## src/common/tpu_pkg.sv

```systemverilog
// constants and types shared by the timer pwm unit
package tpu_pkg;

  // register byte addresses, one aligned word each
  localparam logic [7:0] OFS_SC = 8'h00;
  localparam logic [7:0] OFS_CNTH = 8'h04;
  localparam logic [7:0] OFS_CNTL = 8'h08;
  localparam logic [7:0] OFS_MODH = 8'h0c;
  localparam logic [7:0] OFS_MODL = 8'h10;
  localparam logic [7:0] OFS_CH_BASE = 8'h14;
  localparam logic [7:0] OFS_CH_STRIDE = 8'h0c;
  localparam logic [7:0] OFS_CH_SC = 8'h00;
  localparam logic [7:0] OFS_CH_VH = 8'h04;
  localparam logic [7:0] OFS_CH_VL = 8'h08;

  // timer_status_control fields
  localparam int SC_TOF = 7;
  localparam int SC_UP_DOWN_COUNT_SELECT = 5;
  localparam int SC_CLKS_LO = 3;
  localparam int SC_PS_LO = 0;

  // channel status/control fields
  localparam int CH_CHF = 7;
  localparam int CH_MS_LO = 4;
  localparam int CH_ELS_LO = 2;

  // reset values
  localparam logic [15:0] CNT_RST = 16'h0000;
  localparam logic [15:0] MOD_RST = 16'h0000;
  localparam logic [15:0] CV_RST = 16'h0000;

  // counter landmarks
  localparam logic [15:0] CNT_ZERO = 16'h0000;
  localparam logic [15:0] FREE_LAST = 16'hffff;
  localparam logic [15:0] FREE_PENULT = 16'hfffe;

  // channel_mode_select, edge_level_select and clock select codes
  localparam logic [1:0] MS_CAPTURE = 2'h0;
  localparam logic [1:0] MS_COMPARE = 2'h1;
  localparam logic [1:0] ELS_NONE = 2'h0;
  localparam logic [1:0] ELS_TOGGLE = 2'h1;
  localparam logic [1:0] ELS_CLEAR = 2'h2;
  localparam logic [1:0] ELS_SET = 2'h3;
  localparam logic [1:0] CLKS_STOP = 2'h0;

  typedef enum logic [0:0] {
    BUS_IDLE,
    BUS_ACCESS
  } tpu_bus_t;

endpackage

```

## src/core/tpu_top.sv

```systemverilog
// timer pwm unit: 16-bit counter, modulo, channels, ahb-lite registers
//
// Design decisions made here: the register addresses and register access over AHB-Lite.
`timescale 1ns/1ps
`default_nettype none

// Notes on behaviour
// - reset or counter write clears counter, latch
// - debug freezes counter and its read latch
// - debug writes to control/counter reset read latch
// - at modulo, restart from zero, set overflow
// - half-written modulo suppresses overflow flag
// - modulo resets to zero, meaning free run
// - modulo buffered; loads per clock source select
// - control write resets two-byte write latches
// - capture mode: rising, falling or both edges
// - compare mode: software, toggle, clear, set
// - edge pwm high-true or low-true pulses
// - up/down counting gives center-aligned pwm
// - channel value reset clear; capture or compare
// - capture value read latches both bytes
// - edge pwm zero is 0%, above modulo 100%
// - edge pwm channel value buffered like modulo
// - center pwm width twice value, period twice
// - center pwm zero or negative gives 0%
// - modulo zero free runs; reversal needs nonzero match
module tpu_top #(
  parameter int NCH = 2
) (
  input wire logic core_clk,
  input wire logic rstn,
  input wire logic hsel,
  input wire logic [31:0] haddr,
  input wire logic [1:0] htrans,
  input wire logic hwrite,
  input wire logic [2:0] hsize,
  input wire logic [31:0] hwdata,
  input wire logic hready,
  output logic hreadyout,
  output logic [31:0] hrdata,
  output logic hresp,
  input wire logic bgdActive,
  input wire logic [NCH-1:0] chIn,
  output logic [NCH-1:0] chOut,
  output logic [NCH-1:0] chOutEn
);
  import tpu_pkg::*;

  typedef struct packed {
    tpu_bus_t bus;
    logic [7:0] addr;
    logic wr;
    logic hit;
    logic hready;
    logic hresp;
    logic [31:0] hrdata;
    logic overflow_flag;
    logic up_down_count_select;
    logic [1:0] clks;
    logic [2:0] ps;
    logic [6:0] psCnt;
    logic [15:0] cnt;
    logic down;
    logic [15:0] cntBuf;
    logic cntLat;
    logic cntRdH;
    logic cntRdL;
    logic [15:0] mod;
    logic [15:0] modBuf;
    logic modWrH;
    logic modWrL;
    logic [NCH-1:0] chf;
    logic [NCH-1:0][1:0] ms;
    logic [NCH-1:0][1:0] els;
    logic [NCH-1:0][15:0] cv;
    logic [NCH-1:0][15:0] cvBuf;
    logic [NCH-1:0] cvWrH;
    logic [NCH-1:0] cvWrL;
    logic [NCH-1:0][15:0] capBuf;
    logic [NCH-1:0] capLat;
    logic [NCH-1:0] capRdH;
    logic [NCH-1:0] capRdL;
    logic [NCH-1:0] pinPrev;
    logic [NCH-1:0] out;
    logic [NCH-1:0] oe;
  } tpu_state_t;

  tpu_state_t st_q;
  tpu_state_t st_d;
  logic [1:0] rstSync_q;
  logic rstLn;
  logic acc;
  logic accWr;
  logic accRd;
  logic cntWr;
  logic tick;
  logic ovf;
  logic step;
  logic [6:0] psLimit;
  logic [15:0] nxt;
  logic [7:0] rd;
  logic [7:0] wd;
  logic [7:0] chOfs;
  logic capMode;
  logic ocMode;
  logic epwm;
  logic hi;
  logic rise;
  logic fall;

  // reset is released through two flops; first flop feeds only the second
  always_ff @(posedge core_clk or negedge rstn) begin
    if (!rstn) begin
      rstSync_q <= 2'b00;
    end else begin
      rstSync_q <= {rstSync_q[0], 1'b1};
    end
  end
  assign rstLn = rstSync_q[1];

  always_comb begin
    st_d = st_q;
    rd = 8'h00;
    wd = hwdata[7:0];
    acc = (st_q.bus == BUS_ACCESS) && st_q.hit;
    accWr = acc && st_q.wr;
    accRd = acc && !st_q.wr;
    cntWr = accWr && ((st_q.addr == OFS_CNTH) || (st_q.addr == OFS_CNTL));
    chOfs = 8'h00;
    capMode = 1'b0;
    ocMode = 1'b0;
    epwm = 1'b0;
    hi = 1'b0;
    rise = 1'b0;
    fall = 1'b0;

    // ahb-lite slave: one wait state so read data comes from a flop
    case (st_q.bus)
      BUS_IDLE: begin
        if (hsel && hready && htrans[1]) begin
          st_d.bus = BUS_ACCESS;
          st_d.addr = haddr[7:0];
          st_d.wr = hwrite;
          st_d.hit = (haddr[31:8] == 24'h000000);
          st_d.hready = 1'b0;
        end
      end
      BUS_ACCESS: begin
        st_d.bus = BUS_IDLE;
        st_d.hready = 1'b1;
      end
      default: begin
        st_d.bus = BUS_IDLE;
        st_d.hready = 1'b1;
      end
    endcase

    if (acc) begin
      case (st_q.addr)
        OFS_SC: begin
          rd = {st_q.overflow_flag, 1'b0, st_q.up_down_count_select, st_q.clks, st_q.ps};
          if (st_q.wr) begin
            if (!wd[SC_TOF])
              st_d.overflow_flag = 1'b0;
            st_d.up_down_count_select = wd[SC_UP_DOWN_COUNT_SELECT];
            st_d.clks = wd[SC_CLKS_LO +: 2];
            st_d.ps = wd[SC_PS_LO +: 3];
            st_d.modWrH = 1'b0;
            st_d.modWrL = 1'b0;
            st_d.cvWrH = '0;
            st_d.cvWrL = '0;
            if (bgdActive) begin
              st_d.cntLat = 1'b0;
              st_d.cntRdH = 1'b0;
              st_d.cntRdL = 1'b0;
            end
          end
        end
        OFS_CNTH, OFS_CNTL: begin
          if (st_q.addr == OFS_CNTH)
            rd = st_q.cntLat ? st_q.cntBuf[15:8] : st_q.cnt[15:8];
          else
            rd = st_q.cntLat ? st_q.cntBuf[7:0] : st_q.cnt[7:0];
          if (st_q.wr) begin
            st_d.cntLat = 1'b0;
            st_d.cntRdH = 1'b0;
            st_d.cntRdL = 1'b0;
          end else if (!bgdActive) begin
            if (!st_q.cntLat) begin
              st_d.cntBuf = st_q.cnt;
              st_d.cntLat = 1'b1;
            end
            if (st_q.addr == OFS_CNTH)
              st_d.cntRdH = 1'b1;
            else
              st_d.cntRdL = 1'b1;
            // the second half read releases the latch
            if (st_q.cntLat && ((st_q.addr == OFS_CNTH) ? st_q.cntRdL : st_q.cntRdH)) begin
              st_d.cntLat = 1'b0;
              st_d.cntRdH = 1'b0;
              st_d.cntRdL = 1'b0;
            end
          end
        end
        OFS_MODH, OFS_MODL: begin
          rd = (st_q.addr == OFS_MODH) ? st_q.mod[15:8] : st_q.mod[7:0];
          if (st_q.wr) begin
            if (st_q.addr == OFS_MODH)
              st_d.modBuf[15:8] = wd;
            else
              st_d.modBuf[7:0] = wd;
            if ((st_q.addr == OFS_MODH) ? (st_q.modWrL && !st_q.modWrH)
                                        : (st_q.modWrH && !st_q.modWrL)) begin
              st_d.modWrH = 1'b1;
              st_d.modWrL = 1'b1;
              if (st_q.clks == CLKS_STOP) begin
                st_d.mod = st_d.modBuf;
                st_d.modWrH = 1'b0;
                st_d.modWrL = 1'b0;
              end
            end else begin
              st_d.modWrH = (st_q.addr == OFS_MODH);
              st_d.modWrL = (st_q.addr == OFS_MODL);
            end
          end
        end
        default: begin
          for (int i = 0; i < NCH; i++) begin
            chOfs = 8'(st_q.addr - 8'(OFS_CH_BASE + 8'(i) * OFS_CH_STRIDE));
            capMode = !st_q.up_down_count_select && (st_q.ms[i] == MS_CAPTURE);
            epwm = !st_q.up_down_count_select && st_q.ms[i][1];
            if (st_q.addr >= 8'(OFS_CH_BASE + 8'(i) * OFS_CH_STRIDE)
                && chOfs < OFS_CH_STRIDE) begin
              if (chOfs == OFS_CH_SC) begin
                rd = {st_q.chf[i], 1'b0, st_q.ms[i], st_q.els[i], 2'b00};
                if (st_q.wr) begin
                  if (!wd[CH_CHF])
                    st_d.chf[i] = 1'b0;
                  st_d.ms[i] = wd[CH_MS_LO +: 2];
                  st_d.els[i] = wd[CH_ELS_LO +: 2];
                end
              end else if (chOfs == OFS_CH_VH || chOfs == OFS_CH_VL) begin
                if (chOfs == OFS_CH_VH)
                  rd = st_q.capLat[i] ? st_q.capBuf[i][15:8] : st_q.cv[i][15:8];
                else
                  rd = st_q.capLat[i] ? st_q.capBuf[i][7:0] : st_q.cv[i][7:0];
                if (st_q.wr) begin
                  if (chOfs == OFS_CH_VH)
                    st_d.cvBuf[i][15:8] = wd;
                  else
                    st_d.cvBuf[i][7:0] = wd;
                  if ((chOfs == OFS_CH_VH) ? (st_q.cvWrL[i] && !st_q.cvWrH[i])
                                           : (st_q.cvWrH[i] && !st_q.cvWrL[i])) begin
                    st_d.cvWrH[i] = 1'b1;
                    st_d.cvWrL[i] = 1'b1;
                    // only edge pwm with a running clock waits for the period end
                    if (!epwm || st_q.clks == CLKS_STOP) begin
                      st_d.cv[i] = st_d.cvBuf[i];
                      st_d.cvWrH[i] = 1'b0;
                      st_d.cvWrL[i] = 1'b0;
                    end
                  end else begin
                    st_d.cvWrH[i] = (chOfs == OFS_CH_VH);
                    st_d.cvWrL[i] = (chOfs == OFS_CH_VL);
                  end
                end else if (capMode) begin
                  if (!st_q.capLat[i]) begin
                    st_d.capBuf[i] = st_q.cv[i];
                    st_d.capLat[i] = 1'b1;
                  end
                  if (chOfs == OFS_CH_VH)
                    st_d.capRdH[i] = 1'b1;
                  else
                    st_d.capRdL[i] = 1'b1;
                  if (st_q.capLat[i]
                      && ((chOfs == OFS_CH_VH) ? st_q.capRdL[i] : st_q.capRdH[i])) begin
                    st_d.capLat[i] = 1'b0;
                    st_d.capRdH[i] = 1'b0;
                    st_d.capRdL[i] = 1'b0;
                  end
                end
              end
            end
          end
        end
      endcase
    end
    if (st_q.bus == BUS_ACCESS)
      st_d.hrdata = accRd ? {24'h000000, rd} : 32'h00000000;

    // prescaler and counting clock; debug and a stopped source hold the prescaler and stop the count tick
    psLimit = 7'((8'h01 << st_q.ps) - 8'h01);
    tick = (st_q.clks != CLKS_STOP) && !bgdActive && (st_q.psCnt == psLimit);
    if ((st_q.clks != CLKS_STOP) && !bgdActive)
      st_d.psCnt = tick ? 7'h00 : 7'(st_q.psCnt + 7'h01);

    nxt = st_q.cnt;
    ovf = 1'b0;
    step = 1'b0;
    if (tick) begin
      step = !st_q.down && ((st_q.mod != MOD_RST) ? (st_q.cnt == 16'(st_q.mod - 16'h0001))
                                                 : (st_q.cnt == FREE_PENULT));
      if (!st_q.up_down_count_select) begin
        st_d.down = 1'b0;
        if ((st_q.mod != MOD_RST && st_q.cnt == st_q.mod)
            || (st_q.mod == MOD_RST && st_q.cnt == FREE_LAST)) begin
          nxt = CNT_ZERO;
          ovf = 1'b1;
        end else begin
          nxt = 16'(st_q.cnt + 16'h0001);
        end
      end else if (!st_q.down) begin
        // a zero modulo never matches, so the count never turns
        if (st_q.mod != MOD_RST && st_q.cnt == st_q.mod) begin
          st_d.down = 1'b1;
          nxt = 16'(st_q.cnt - 16'h0001);
        end else begin
          nxt = 16'(st_q.cnt + 16'h0001);
        end
      end else if (st_q.cnt == CNT_ZERO) begin
        st_d.down = 1'b0;
        nxt = 16'(st_q.cnt + 16'h0001);
        ovf = 1'b1;
      end else begin
        nxt = 16'(st_q.cnt - 16'h0001);
      end
    end
    // overflow wins over a same-cycle clear; blocked by half a modulo pair
    if (ovf && (st_q.modWrH == st_q.modWrL))
      st_d.overflow_flag = 1'b1;
    if (step && st_q.modWrH && st_q.modWrL) begin
      st_d.mod = st_q.modBuf;
      st_d.modWrH = 1'b0;
      st_d.modWrL = 1'b0;
    end
    st_d.cnt = cntWr ? CNT_RST : nxt;

    for (int i = 0; i < NCH; i++) begin
      capMode = !st_q.up_down_count_select && (st_q.ms[i] == MS_CAPTURE);
      ocMode = !st_q.up_down_count_select && (st_q.ms[i] == MS_COMPARE);
      epwm = !st_q.up_down_count_select && st_q.ms[i][1];
      rise = chIn[i] && !st_q.pinPrev[i];
      fall = !chIn[i] && st_q.pinPrev[i];
      st_d.pinPrev[i] = chIn[i];
      st_d.oe[i] = !capMode && (st_q.els[i] != ELS_NONE);
      if (capMode) begin
        if ((rise && st_q.els[i][0]) || (fall && st_q.els[i][1])) begin
          st_d.cv[i] = st_q.cnt;
          st_d.chf[i] = 1'b1;
        end
      end else if (tick && st_q.cnt == st_q.cv[i]) begin
        st_d.chf[i] = 1'b1;
      end
      if (ocMode && tick && st_q.cnt == st_q.cv[i]) begin
        case (st_q.els[i])
          ELS_TOGGLE: st_d.out[i] = !st_q.out[i];
          ELS_CLEAR: st_d.out[i] = 1'b0;
          ELS_SET: st_d.out[i] = 1'b1;
          default: st_d.out[i] = st_q.out[i];
        endcase
      end
      if (epwm) begin
        // zero never goes active; above the modulo never ends
        hi = st_d.cnt < st_q.cv[i];
        st_d.out[i] = st_q.els[i][1] ? hi : !hi;
        if (step && st_q.cvWrH[i] && st_q.cvWrL[i]) begin
          st_d.cv[i] = st_q.cvBuf[i];
          st_d.cvWrH[i] = 1'b0;
          st_d.cvWrL[i] = 1'b0;
        end
      end
      if (st_q.up_down_count_select) begin
        // the value itself counts on the way down, so the width is twice the value
        hi = !st_q.cv[i][15] && (st_q.cv[i] != CV_RST)
             && ((st_d.cnt < st_q.cv[i]) || (st_d.cnt == st_q.cv[i] && st_d.down));
        st_d.out[i] = st_q.els[i][0] ? !hi : hi;
      end
    end
  end

  always_ff @(posedge core_clk or negedge rstLn) begin
    if (!rstLn) begin
      st_q <= '0;
      st_q.hready <= 1'b1;
    end else begin
      st_q <= st_d;
    end
  end

  assign hreadyout = st_q.hready;
  assign hrdata = st_q.hrdata;
  assign hresp = st_q.hresp;
  assign chOut = st_q.out;
  assign chOutEn = st_q.oe;
endmodule // tpu_top

`default_nettype wire

```

## config.mk

```make
export PLATFORM = sky130hd
export DESIGN_NAME = tpu_top
export DESIGN_NICKNAME = d
export VERILOG_FILES = /design/src/common/tpu_pkg.sv /design/src/core/tpu_top.sv
export SDC_FILE = /design/constraint.sdc
export NUM_CORES = 1
export LEC_CHECK = 0
export ABC_CLOCK_PERIOD_IN_PS = 7700
export BUFFER_PORTS_ARGS = -buffer_cell sky130_fd_sc_hd__clkbuf_2
export CAP_MARGIN = 20
export CORE_MARGIN = 5
export CORE_UTILIZATION = 55
export DETAILED_ROUTE_END_ITERATION = 10
export PLACE_DENSITY = 0.74
export SLEW_MARGIN = 20
export SYNTH_ARGS = -nofsm -noshare
export SYNTH_HDL_FRONTEND = slang
export SYNTH_SLANG_ARGS = --single-unit
```

## constraint.sdc

```tcl
create_clock -name core_clk -period 7.7 [get_ports core_clk]
set_input_delay 1.54 -clock core_clk [delete_from_list [all_inputs] [get_ports core_clk]]
set_output_delay 1.54 -clock core_clk [all_outputs]
set_load 0.05 [all_outputs]
```

# Word-level counts from Yosys, hierarchy flattened
# Cells that the tools add are included.
dict set report word_totals {
  reg_bits 252
  inputBits 77
  output_inout_bits 38
  elab_cells 488
}
dict set report classes {
  add_sub_neg 7
  magnitude_cmp 6
  eq_ne 37
  n_shift 1
  mux 231
  n_bitwise 9
  reduce_logical 152
}
# operator n
set ops {}
lappend ops {{two-way mux 16 bit} 50}
lappend ops {{two-way mux 8 bit} 24}
lappend ops {{two-way mux 150 bit} 1}
lappend ops {{two-way mux 1 bit} 116}
lappend ops {{== test 16 bit} 6}
lappend ops {{two-way mux 74 bit} 1}
lappend ops {{logical AND 1 bit} 57}
lappend ops {{AND reduction 8 bit} 6}
lappend ops {{nonzero test 16 bit} 3}
lappend ops {{two-way mux 38 bit} 1}
lappend ops {{two-way mux 34 bit} 1}
lappend ops {{== test 16 bit, second input constant} 2}
lappend ops {{== test 8 x 4 -> 1 bit, second input constant} 4}
lappend ops {{zero test 16 bit} 2}
lappend ops {{less-than comparator 16 bit} 2}
lappend ops {{two-way mux 2 bit} 16}
lappend ops {{two-way mux 32 bit} 1}
lappend ops {{subtractor 16 x 1 -> 16 bit, second input constant} 2}
lappend ops {{two-way mux 7 bit} 4}
lappend ops {{nonzero test 2 bit} 14}
lappend ops {{zero test 1 bit} 26}
lappend ops {{AND reduction 5 bit} 5}
lappend ops {{== test 8 x 3 -> 1 bit, second input constant} 3}
lappend ops {{zero test 24 bit} 1}
lappend ops {{43 further kinds} 95}

# Longest topological paths before layout
# Gate-level depths: netlist of the first run.
dict set report depth {
  depth_word 16
  ltp_mapped 21
  ltp_nobuf 19
}

# Worst setup path before layout of the first run
# OpenSTA, ideal clock, no wires.
dict set report synth_timing {
  path_type {in2reg}
  from {in bgdActive}
  to {reg st_q (netlist bit chOut[0])}
  setup_ns 0.125
  arrival_time_ns 4.629
  required_time_ns 7.575
  slack_ns 2.947
  stages 16
  path_buffers 2
  path_cell_list {nor2_1 > and4b_1 > nand2_1 > clkbuf_1 > clkbuf_1 > a21oi_1 > xnor2_1 > nor2_1 > ha_1 > and4_1 > nand4_1 > or4_1 > a211oi_1 > o21ai_0 > xnor2_1 > mux2_2}
}
# item line_no
set synth_lines {}
lappend synth_lines {{from (decl)} tpu_top.sv:42} ;# input wire logic bgdActive,
lappend synth_lines {{to (signal assigned)} tpu_top.sv:386} ;# st_q <= st_d;
lappend synth_lines {{to (decl)} tpu_top.sv:88} ;# tpu_state_t st_q;

==> results of run 1 <==
==> path summary, 6_finish.rpt <==
check / from / end / slack, ns / cells after the start
min: rstSync_q[0] / rstSync_q[1] / 0.35 / 0
min reg2reg: rstSync_q[0] / rstSync_q[1] / 0.35 / 0
max in group asynchronous: rstSync_q[1] / st_q[143] / 5.95 / 1
max reg2reg: st_q[142] / chOut[0] / 1.63 / 18
max: st_q[142] / chOut[0] / 1.63 / 18
min in group asynchronous: rstSync_q[1] / st_q[76] / 0.47 / 0
==> power by group through the flow <==
| stage | clock network [mW] | registers (mW) | logic (mW) |
|---|---|---|---|
| after floorplan | 0 | 1.42 | 0.628 |
| after global placement | 0 | 1.51 | 0.773 |
| after detailed placement | 0 | 1.52 | 0.788 |
| after CTS | 1.33 | 1.50 | 0.796 |
| after global routing | 1.39 | 1.51 | 0.889 |
| final | 1.32 | 1.51 | 0.813 |
==> metal layers <==
layer  wire, um  vias up
met3       3854      158
met4       2716        0
met5          0        -
met1      19910     6516
li1           -     5894
met2      22000      689
==> registers in the layout, summed over array words and instances (netlist names) <==
| register | count |
|---|---|
| rstSync_q | 2 |
| hreadyout | 1 |
| chOut | 2 |
| st_q | 213 |
| hrdata | 8 |
| chOutEn | 2 |
==> logic make-up after synthesis <==
group | share of synthesized area
AOI/OAI and AO/OA | 0.1799
xor gates and xnor gates | 0.04374
adders and majority gates | 0.03416
buffers and inverters | 0.06873
DFF | 0.3800
muxes | 0.1170
other | 0.0005000
and+or+nand+nor | 0.1759
==> stage by stage <==
stage / utilization / instance area, um^2
6_report: 0.6039 / 16280
5_1_grt: 0.6039 / 16270
4_1_cts: 0.6024 / 16240
3_5_place_dp: 0.5688 / 15330
3_3_place_gp: 0.5688 / 15330
2_1_floorplan: - / 15110
==> worst max-delay path: stages, from the launching register on <==
cell and delay (ns):
dfrtp_1 0.55, or4_4 0.67, nor4_4 0.27, buf_4 0.24
nand2_1 0.15, a21oi_1 0.81, nor2_1 0.41, nor2_1 0.31
a21oi_1 0.11, a211oi_1 0.64, ha_1 0.37, nor2b_1 0.14
o211ai_1 0.15, a21oi_1 0.08, a211oi_1 0.24, o31a_1 0.24
o21ai_0 0.14, xnor2_1 0.16, mux2_2 0.26
==> cell type report <==
class	instances	area share
Sequential cell	228	0.3508
Clock buffer	35	0.04382
Multi-Input combinational cell	1197	0.5167
Antenna cell	1	0.0001537
Tap cell	341	0.02621
Clock inverter	10	0.01184
Timing Repair Buffer	94	0.03544
Inverter	65	0.01499
==> cells in the final DEF (no fill, tap or decap), types with 19 or more instances in the layout <==
| cell type | instances |
|---|---|
| clkbuf_16 | 25 |
| xor2_1 | 42 |
| buf_4 | 31 |
| conb_1 | 26 |
| ha_1 | 41 |
| o211ai_1 | 24 |
| nand2b_1 | 19 |
| nand2_1 | 128 |
| o21ai_0 | 76 |
| xnor2_1 | 33 |
| nor3_1 | 27 |
| inv_1 | 65 |
| a21oi_1 | 102 |
| clkbuf_2 | 61 |
| nand4_1 | 30 |
| nor4_1 | 35 |
| mux2_2 | 115 |
| dfrtp_1 | 226 |
| o22ai_1 | 25 |
| nor2_1 | 119 |
| nand3_1 | 46 |
==> impl_metrics.ini, run 1 <==
[drt]
drt-total-wl_mm = 48.48
dr.pass1.iters = 5
vias_per_cell = 6.726
drt-wirelength-per-cell_um = 24.60
drcViolationCount = 0
ant_nets = 0
drt_iter0_drc = 1439
vias = 13260

[timing]
fin_crit_ns = 6.067
finalSetupViolCount = 0
hold_slack_ns = 0.3490
fin_crit_sh = 0.7880
skew_ns = 0.02092
hold_viol_final = 0
fmax_mhz = 164.8
tns_ns = 0
drv_slew = 0
grt_setup_unrepaired = false
tightest_slew_ns = 1.090
fin_ws_ns = 1.633
relSlewSlack = 0.2703

[pwr]
seq_power_share = 0.414
power_switching_mw = 1.211
finalPower_mw = 3.642
p_int_mw = 2.431
p_leak_nw = 7.055
ir_drop_v = 0.0002316
p_sw_frac = 0.3326
clkPwrFrac = 0.363
power.density_nw_per_um2 = 223.8
power_frac_comb = 0.223

[synth]
synth_area_leader_cell = dfrtp_1
synth_area_per_cell_um2 = 9.231
syn_inst = 1627
ys_warn_count = 0
yosys.area.top_type_share = 0.3782
synth_area_um2 = 15020
synthFlopType = dfrtp_1
seq_area_frac_synth = 0.3800
ys_top_cells_by_area = dfrtp_1 (38%), mux2_2 (8.6%), a21oi_1 (3.5%)
synth_edf_count = 0
synth-seq-cells = 228
synthArstFlopShare = 1.000
ys_top_cells_by_count = dfrtp_1 (227), nand2_1 (128), nor2_1 (119)
synth_most_common_cell = dfrtp_1
ys_types = 84

[global_routing]
met2_usage = 0.4801
use_met1 = 0.4260
grt_pass1_vias = 12710
overflow = 0
grt_usage = 0.3083
grt_pass1_wl_mm = 74.58
grt_max_degree = 80
antenna_found_initial = 0
busiest_layer = met2
use_met3 = 0.04606

[run]
drv_cap = 0

[critical_path]
endpoint_kind = flip-flop
critPathKind = flip-flop to flip-flop
crit_fanout = 13
cp_data_required_time_ns = 8.13
startpoint_type = flip-flop
arrival_ns = 6.50

[cells_and_area]
finish.net_count = 1729
syn2layout_area_growth_pct = 8.372
fill_cells = 2250
layout-drive-gt1-share = 0.1854
multi_input_area_um2 = 8411
seqCellArea_um2 = 5710
layout.cells.non_filler = 1971

[clock_tree]
cts_buffer_depth = 3
insertion_delay_ns = 0.55
postCtsSetupBuffers = 0
clockRootBuffer = clkbuf_16
cts.repair.resized = 0
cts_hold_buf = 0
clkTransAtPathRegs_ns = 0.07
cts_inserted_buffers = 25
cts_htree_levels = 1
cts_tree = built
cts_sinks = 228

[floorplanning]
die_h_um = 175.3
start_util = 0.5573
coreArea_um2 = 26950
fp.dieW_um = 175.3
die_area_um2 = 30710
io_pins = 115
placementRows = 60

[hold_path]
hp-class = flip-flop to flip-flop

[placed_design]
port_buffers = 61
gp_congestion = 0.9687
hpwl_mm = 33.73
pre_cts_ws_ns = 1.620
placedCellCount = 1924

[status]
status = finished clean
(Power assumes the default switching activity.)
==> run 2: changes to the inputs <==
--- a/config.mk
+++ b/config.mk
@@ -5,13 +5,13 @@
 export SDC_FILE = /design/constraint.sdc
 export NUM_CORES = 1
 export LEC_CHECK = 0
-export ABC_CLOCK_PERIOD_IN_PS = 7700
+export ABC_CLOCK_PERIOD_IN_PS = 4860
 export BUFFER_PORTS_ARGS = -buffer_cell sky130_fd_sc_hd__clkbuf_2
 export CAP_MARGIN = 20
 export CORE_MARGIN = 5
 export CORE_UTILIZATION = 55
 export DETAILED_ROUTE_END_ITERATION = 10
-export PLACE_DENSITY = 0.74
+export PLACE_DENSITY = 0.77
 export SLEW_MARGIN = 20
 export SYNTH_ARGS = -nofsm -noshare
 export SYNTH_HDL_FRONTEND = slang
==> constraint.sdc (replaced) <==
create_clock -name core_clk -period 4.86 [get_ports core_clk]
set_input_delay 0.972 -clock core_clk [delete_from_list [all_inputs] [get_ports core_clk]]
set_output_delay 0.972 -clock core_clk [all_outputs]
set_load 0.05 [all_outputs]
==> impl_metrics.ini, run 2 (synthesized netlist as in run 1, its figures left out) <==
[timing]
finalSetupViolCount = 0
fin_crit_ns = 4.718
fmax_mhz = 212.0
hold_viol_final = 0
grt_setup_unrepaired = false
tns_ns = 0
tightest_slew_ns = 1.061
skew_ns = 0.04743
drv_slew = 0
relSlewSlack = 0.2909
fin_crit_sh = 0.9708

[critical_path]
setup.worst_path.start = st_q[143]
crit_path_top_delay_cell = or4_4
arrival_ns = 5.17
critPathKind = flip-flop to flip-flop
endpoint_kind = flip-flop
cpLargestDelayFamily = simple AND/OR/NAND/NOR gates
r2r_start = st_q[143]
critPathBufInv = 2
crit_fanout = 7
cp.depth = 17
reg2regPathDepth = 17
reg2reg_to = chOut[0]
timing.critical_path.to = chOut[0]
cp_data_required_time_ns = 5.31
startpoint_type = flip-flop
critical_path.cell_chain = or4_4 -> or4_4 -> nor2_2 -> nand4_1 -> a21oi_1 -> a21o_2 -> buf_12 -> buf_4 -> nor2_1 -> a31o_2 -> ha_1 -> nand2_1 -> or4_1 -> a211oi_1 -> o21ai_0 -> xnor2_1 -> mux2_2
r2r_slack_ns = 0.14
slowest_delay_ns = 0.60
cp_common_cell = or4_4

[clock_tree]
clkTransAtPathRegs_ns = 0.06
cts_inserted_buffers = 26
cts_sinks = 228
cts_buffer_depth = 3
insertion_delay_ns = 0.57
cts_htree_levels = 1
cts_tree = built
clockRootBuffer = clkbuf_16

[cells_and_area]
finish.net_count = 1794
final_cell_mix = dfrtp_1 (226), nand2_1 (125), nor2_1 (116)
largest_register = st_q
final_common_cell = dfrtp_1
fin_util = 0.6239
fill_cells = 2224
largest_reg_flops = 213
diodes = 0
syn2layout_area_growth_pct = 11.95
layout-drive-gt1-share = 0.2260
final_cell_area_um2 = 16810
layout.cells.non_filler = 2036

[floorplanning]
io_pins = 115
start_util = 0.5573
die_area_um2 = 30710
placementRows = 60
fp.dieW_um = 175.3
coreArea_um2 = 26950
die_h_um = 175.3

[pwr]
power.density_nw_per_um2 = 344.5
ir_drop_v = 0.0003433
p_leak_nw = 7.361

[placed_design]
port_buffers = 61
hpwl_mm = 34.92
placed_cell_area_um2 = 15820
gp_congestion = 1.009
placedCellCount = 1988

[drt]
drt-total-wl_mm = 48.87
vias = 13700
drcViolationCount = 0
ant_nets = 0
vias_per_cell = 6.731
dr.pass1.iters = 6
drt-wirelength-per-cell_um = 24.00
drt_iter0_drc = 1774

[global_routing]
grt_usage = 0.3078
grt_pass1_wl_mm = 74.99
grt_max_degree = 134
antenna_found_initial = 0
grt_pass1_vias = 13040
overflow = 0

[hold_path]
hp-class = input port to async pin

[status]
status = finished clean

[run]
drv_cap = 0
run 2: final cells by class:
cell class,instances,area (um^2),share of cell area
clock inverter,11,146.4,0.008706
clock buffer,36,758.2,0.04509
multi-input combinational,1197,8471,0.5038
tap,341,426.7,0.02537
timing repair buffer,158,1059,0.06295
sequential,228,5710,0.3396
inverter,65,244.0,0.01451
run 2: power breakdown:
| part | total (mW) | switching (mW) | leakage (nW) | internal [mW] |
|---|---|---|---|---|
| logic | 1.44 | 0.873 | 4.05 | 0.563 |
| registers | 2.32 | 0.272 | 2.88 | 2.05 |
| clock network | 2.04 | 0.834 | 0.427 | 1.20 |
| total | 5.79 | 1.98 | 7.36 | 3.81 |
run 2: worst min path at each step:
stage	slack, ns	cells after the start	startpoint	end
floorplan	0.33	0	rstSync_q[0]	rstSync_q[1]
global placement	0.32	0	rstSync_q[1]	st_q[74]
detailed placement	0.32	0	rstSync_q[1]	st_q[67]
CTS	0.17	1	rstn	rstSync_q[1]
global route	0.18	1	rstn	rstSync_q[1]
finish	0.18	1	rstn	rstSync_q[1]
run 2: timing repair:
action / CTS / global route
gates resized for setup: 0 / 18
setup buffers: 0 / 1
setup endpoints to repair: 0 / 2
hold buffers: 0 / 0
run 2: per-stage QoR:
stage	hold slack [ns]	setup WS, ns	total power [mW]
2_1_floorplan	0.3311	0.2309	3.240
3_3_place_gp	0.3203	0.08197	3.672
3_5_place_dp	0.3240	0.01948	3.724
4_1_cts	0.1665	0.01263	5.754
5_1_grt	0.1755	0.02471	6.017
6_report	0.1807	0.1420	5.794
run 2: routing by layer:
layer	GRT usage	vias to the layer above	wire length [um]
met5	0	-	0
met3	0.06307	195	5384
met2	0.4770	835	21800
met4	0.1565	0	3044
met1	0.4118	6640	18650
li1	-	6034	-
==> run 3: changes to the inputs <==
--- a/config.mk
+++ b/config.mk
@@ -5,11 +5,13 @@
 export SDC_FILE = /design/constraint.sdc
 export NUM_CORES = 1
 export LEC_CHECK = 0
+export ABC_AREA = 1
 export ABC_CLOCK_PERIOD_IN_PS = 4860
 export BUFFER_PORTS_ARGS = -buffer_cell sky130_fd_sc_hd__clkbuf_2
 export CAP_MARGIN = 20
 export CORE_MARGIN = 5
 export CORE_UTILIZATION = 55
+export CTS_BUF_LIST = sky130_fd_sc_hd__clkbuf_16
 export DETAILED_ROUTE_END_ITERATION = 10
 export PLACE_DENSITY = 0.77
 export SLEW_MARGIN = 20
==> impl_metrics.ini, run 3 <==
[status]
status = finished clean

[drt]
drt_iter0_drc = 2108
dr.pass1.iters = 6
drcViolationCount = 0
vias = 16710
drt-total-wl_mm = 58.18
vias_per_cell = 5.940
drt-wirelength-per-cell_um = 20.68
ant_nets = 0

[critical_path]
crit_path_top_delay_cell = dfrtp_1
cp_data_required_time_ns = 5.33
crit_fanout = 10
cp_common_cell = nand2_1
endpoint_kind = flip-flop
arrival_ns = 4.97
startpoint_type = flip-flop
slowest_delay_ns = 0.40
critPathKind = flip-flop to flip-flop

[synth]
seq_area_frac_synth = 0.3548
synth_most_common_cell = nand2_1
synth-seq-cells = 228
synth_area_per_cell_um2 = 6.815
ys_types = 55
ys_warn_count = 0
yosys.area.top_type_share = 0.3532
syn_inst = 2360
synthArstFlopShare = 1.000
synthFlopType = dfrtp_1
synth_area_um2 = 16080
synth_edf_count = 0
ys_top_cells_by_area = dfrtp_1 (35%), nand2_1 (16%), o21ai_0 (7.4%)
ys_top_cells_by_count = nand2_1 (700), inv_1 (263), o21ai_0 (237)
synth_area_leader_cell = dfrtp_1

[timing]
grt_setup_unrepaired = false
hold_viol_final = 0
fmax_mhz = 222.5
fin_crit_sh = 0.9248
skew_ns = 0.01302
drv_slew = 0
relSlewSlack = 0.2897
finalSetupViolCount = 0
tns_ns = 0
tightest_slew_ns = 1.065
fin_crit_ns = 4.495

[floorplanning]
die_area_um2 = 32760
start_util = 0.5588
coreArea_um2 = 28780
die_h_um = 181
placementRows = 62
fp.dieW_um = 181
io_pins = 115

[pwr]
ir_drop_v = 0.0002370
power.density_nw_per_um2 = 252.5
p_leak_nw = 9.223

[clock_tree]
cts_htree_levels = 1
cts.repair.resized = 0
clkTransAtPathRegs_ns = 0.06
insertion_delay_ns = 0.55
cts_sinks = 228
cts_hold_buf = 0
clockRootBuffer = clkbuf_16
cts_tree = built
postCtsSetupBuffers = 0
cts_inserted_buffers = 27
cts_buffer_depth = 3

[global_routing]
antenna_found_initial = 1
overflow = 0
grt_usage = 0.3422
grt_pass1_vias = 15300
grt_pass1_wl_mm = 88.72
grt_max_degree = 142

[placed_design]
hpwl_mm = 42.73
placed_cell_area_um2 = 16710
gp_congestion = 1.078
port_buffers = 61
placedCellCount = 2763

[cells_and_area]
diodes = 0
final_common_cell = nand2_1
layout.cells.non_filler = 2813
syn2layout_area_growth_pct = 9.203
final_cell_mix = nand2_1 (700), inv_1 (268), o21ai_0 (237)
finish.net_count = 2527
layout-drive-gt1-share = 0.1013
largest_register = st_q
largest_reg_flops = 213
final_cell_area_um2 = 17560
fin_util = 0.6103

[hold_path]
hp-class = input port to async pin

[run]
drv_cap = 0
## run 3: cell count changes in the layout (fill, tap and decap cells not counted), sizes merged, moves of 31 or more
cell and delta:
nand2 +581, o21ai +203, mux2 -107, nor2 +60, buf -31, inv +214
nand3 +115, nand4 +40
## run 3: cells by family after synthesis
kind of cell             after synthesis  share of synthesized area
AND/OR/NAND/NOR                     1170                     0.3159
AO/OA/AOI/OAI                        450                     0.1538
buffers and inverters                420                     0.1146
flip-flops                           228                     0.3548
adder cells (fa/ha/maj)               41                    0.03190
XOR/XNOR                              33                    0.01797
multiplexers                          16                    0.01058
other                                  2                  0.0004670
## run 3: power by group
part	switching (mW)	total, mW	internal (mW)
Clock	0.843	1.95	1.11
Sequential	0.0592	2.00	1.94
Combinational	0.354	0.480	0.126
## run 3: stage by stage
stage	power [mW]	setup WS, ns	hold WS (ns)
finish	4.434	0.3653	0.1991
global route	4.582	0.06148	0.2056
CTS	4.436	0.3070	0.1919
detailed placement	2.500	0.3759	0.3411
global placement	2.490	0.4088	0.3382
floorplan	2.368	1.113	0.3311
## run 3: layer usage
metal / track usage / wire length, um / vias up
met4: 0.1768 / 3869 / 0
met3: 0.05671 / 6846 / 217
met5: 0 / 0 / -
met1: 0.4844 / 23360 / 7700
li1: - / - / 7771
met2: 0.5066 / 24110 / 1021
## run 3: critical path, delay by kind of cell (launching register included)
family	cells	cell delay, ns
and+or+nand+nor	18	2.20
DFF	1	0.40
adders and majority gates	2	0.49
buffers and inverters	4	0.61
AOI/OAI and AO/OA	4	0.72
## run 3: worst paths after layout
check                             start           end  slack, ns  cells after the start
max                           st_q[176]      chOut[0]       0.37                     28
min                                rstn  rstSync_q[1]       0.20                      1
max reg2reg                   st_q[176]      chOut[0]       0.37                     28
min reg2reg                rstSync_q[1]      st_q[73]       0.35                      0
max in group asynchronous  rstSync_q[1]     st_q[168]       3.25                      1
min in group core_clk      rstSync_q[0]  rstSync_q[1]       0.36                      0
## run 3: layout make-up
type,count,area [um^2]
Tap cell,384,480.5
Timing Repair Buffer,127,817.0
Multi-Input combinational cell,1736,8633
Inverter,289,1089
Sequential cell,228,5710
Clock buffer,27,675.6
Fill cell,2708,11220
Clock inverter,22,157.7
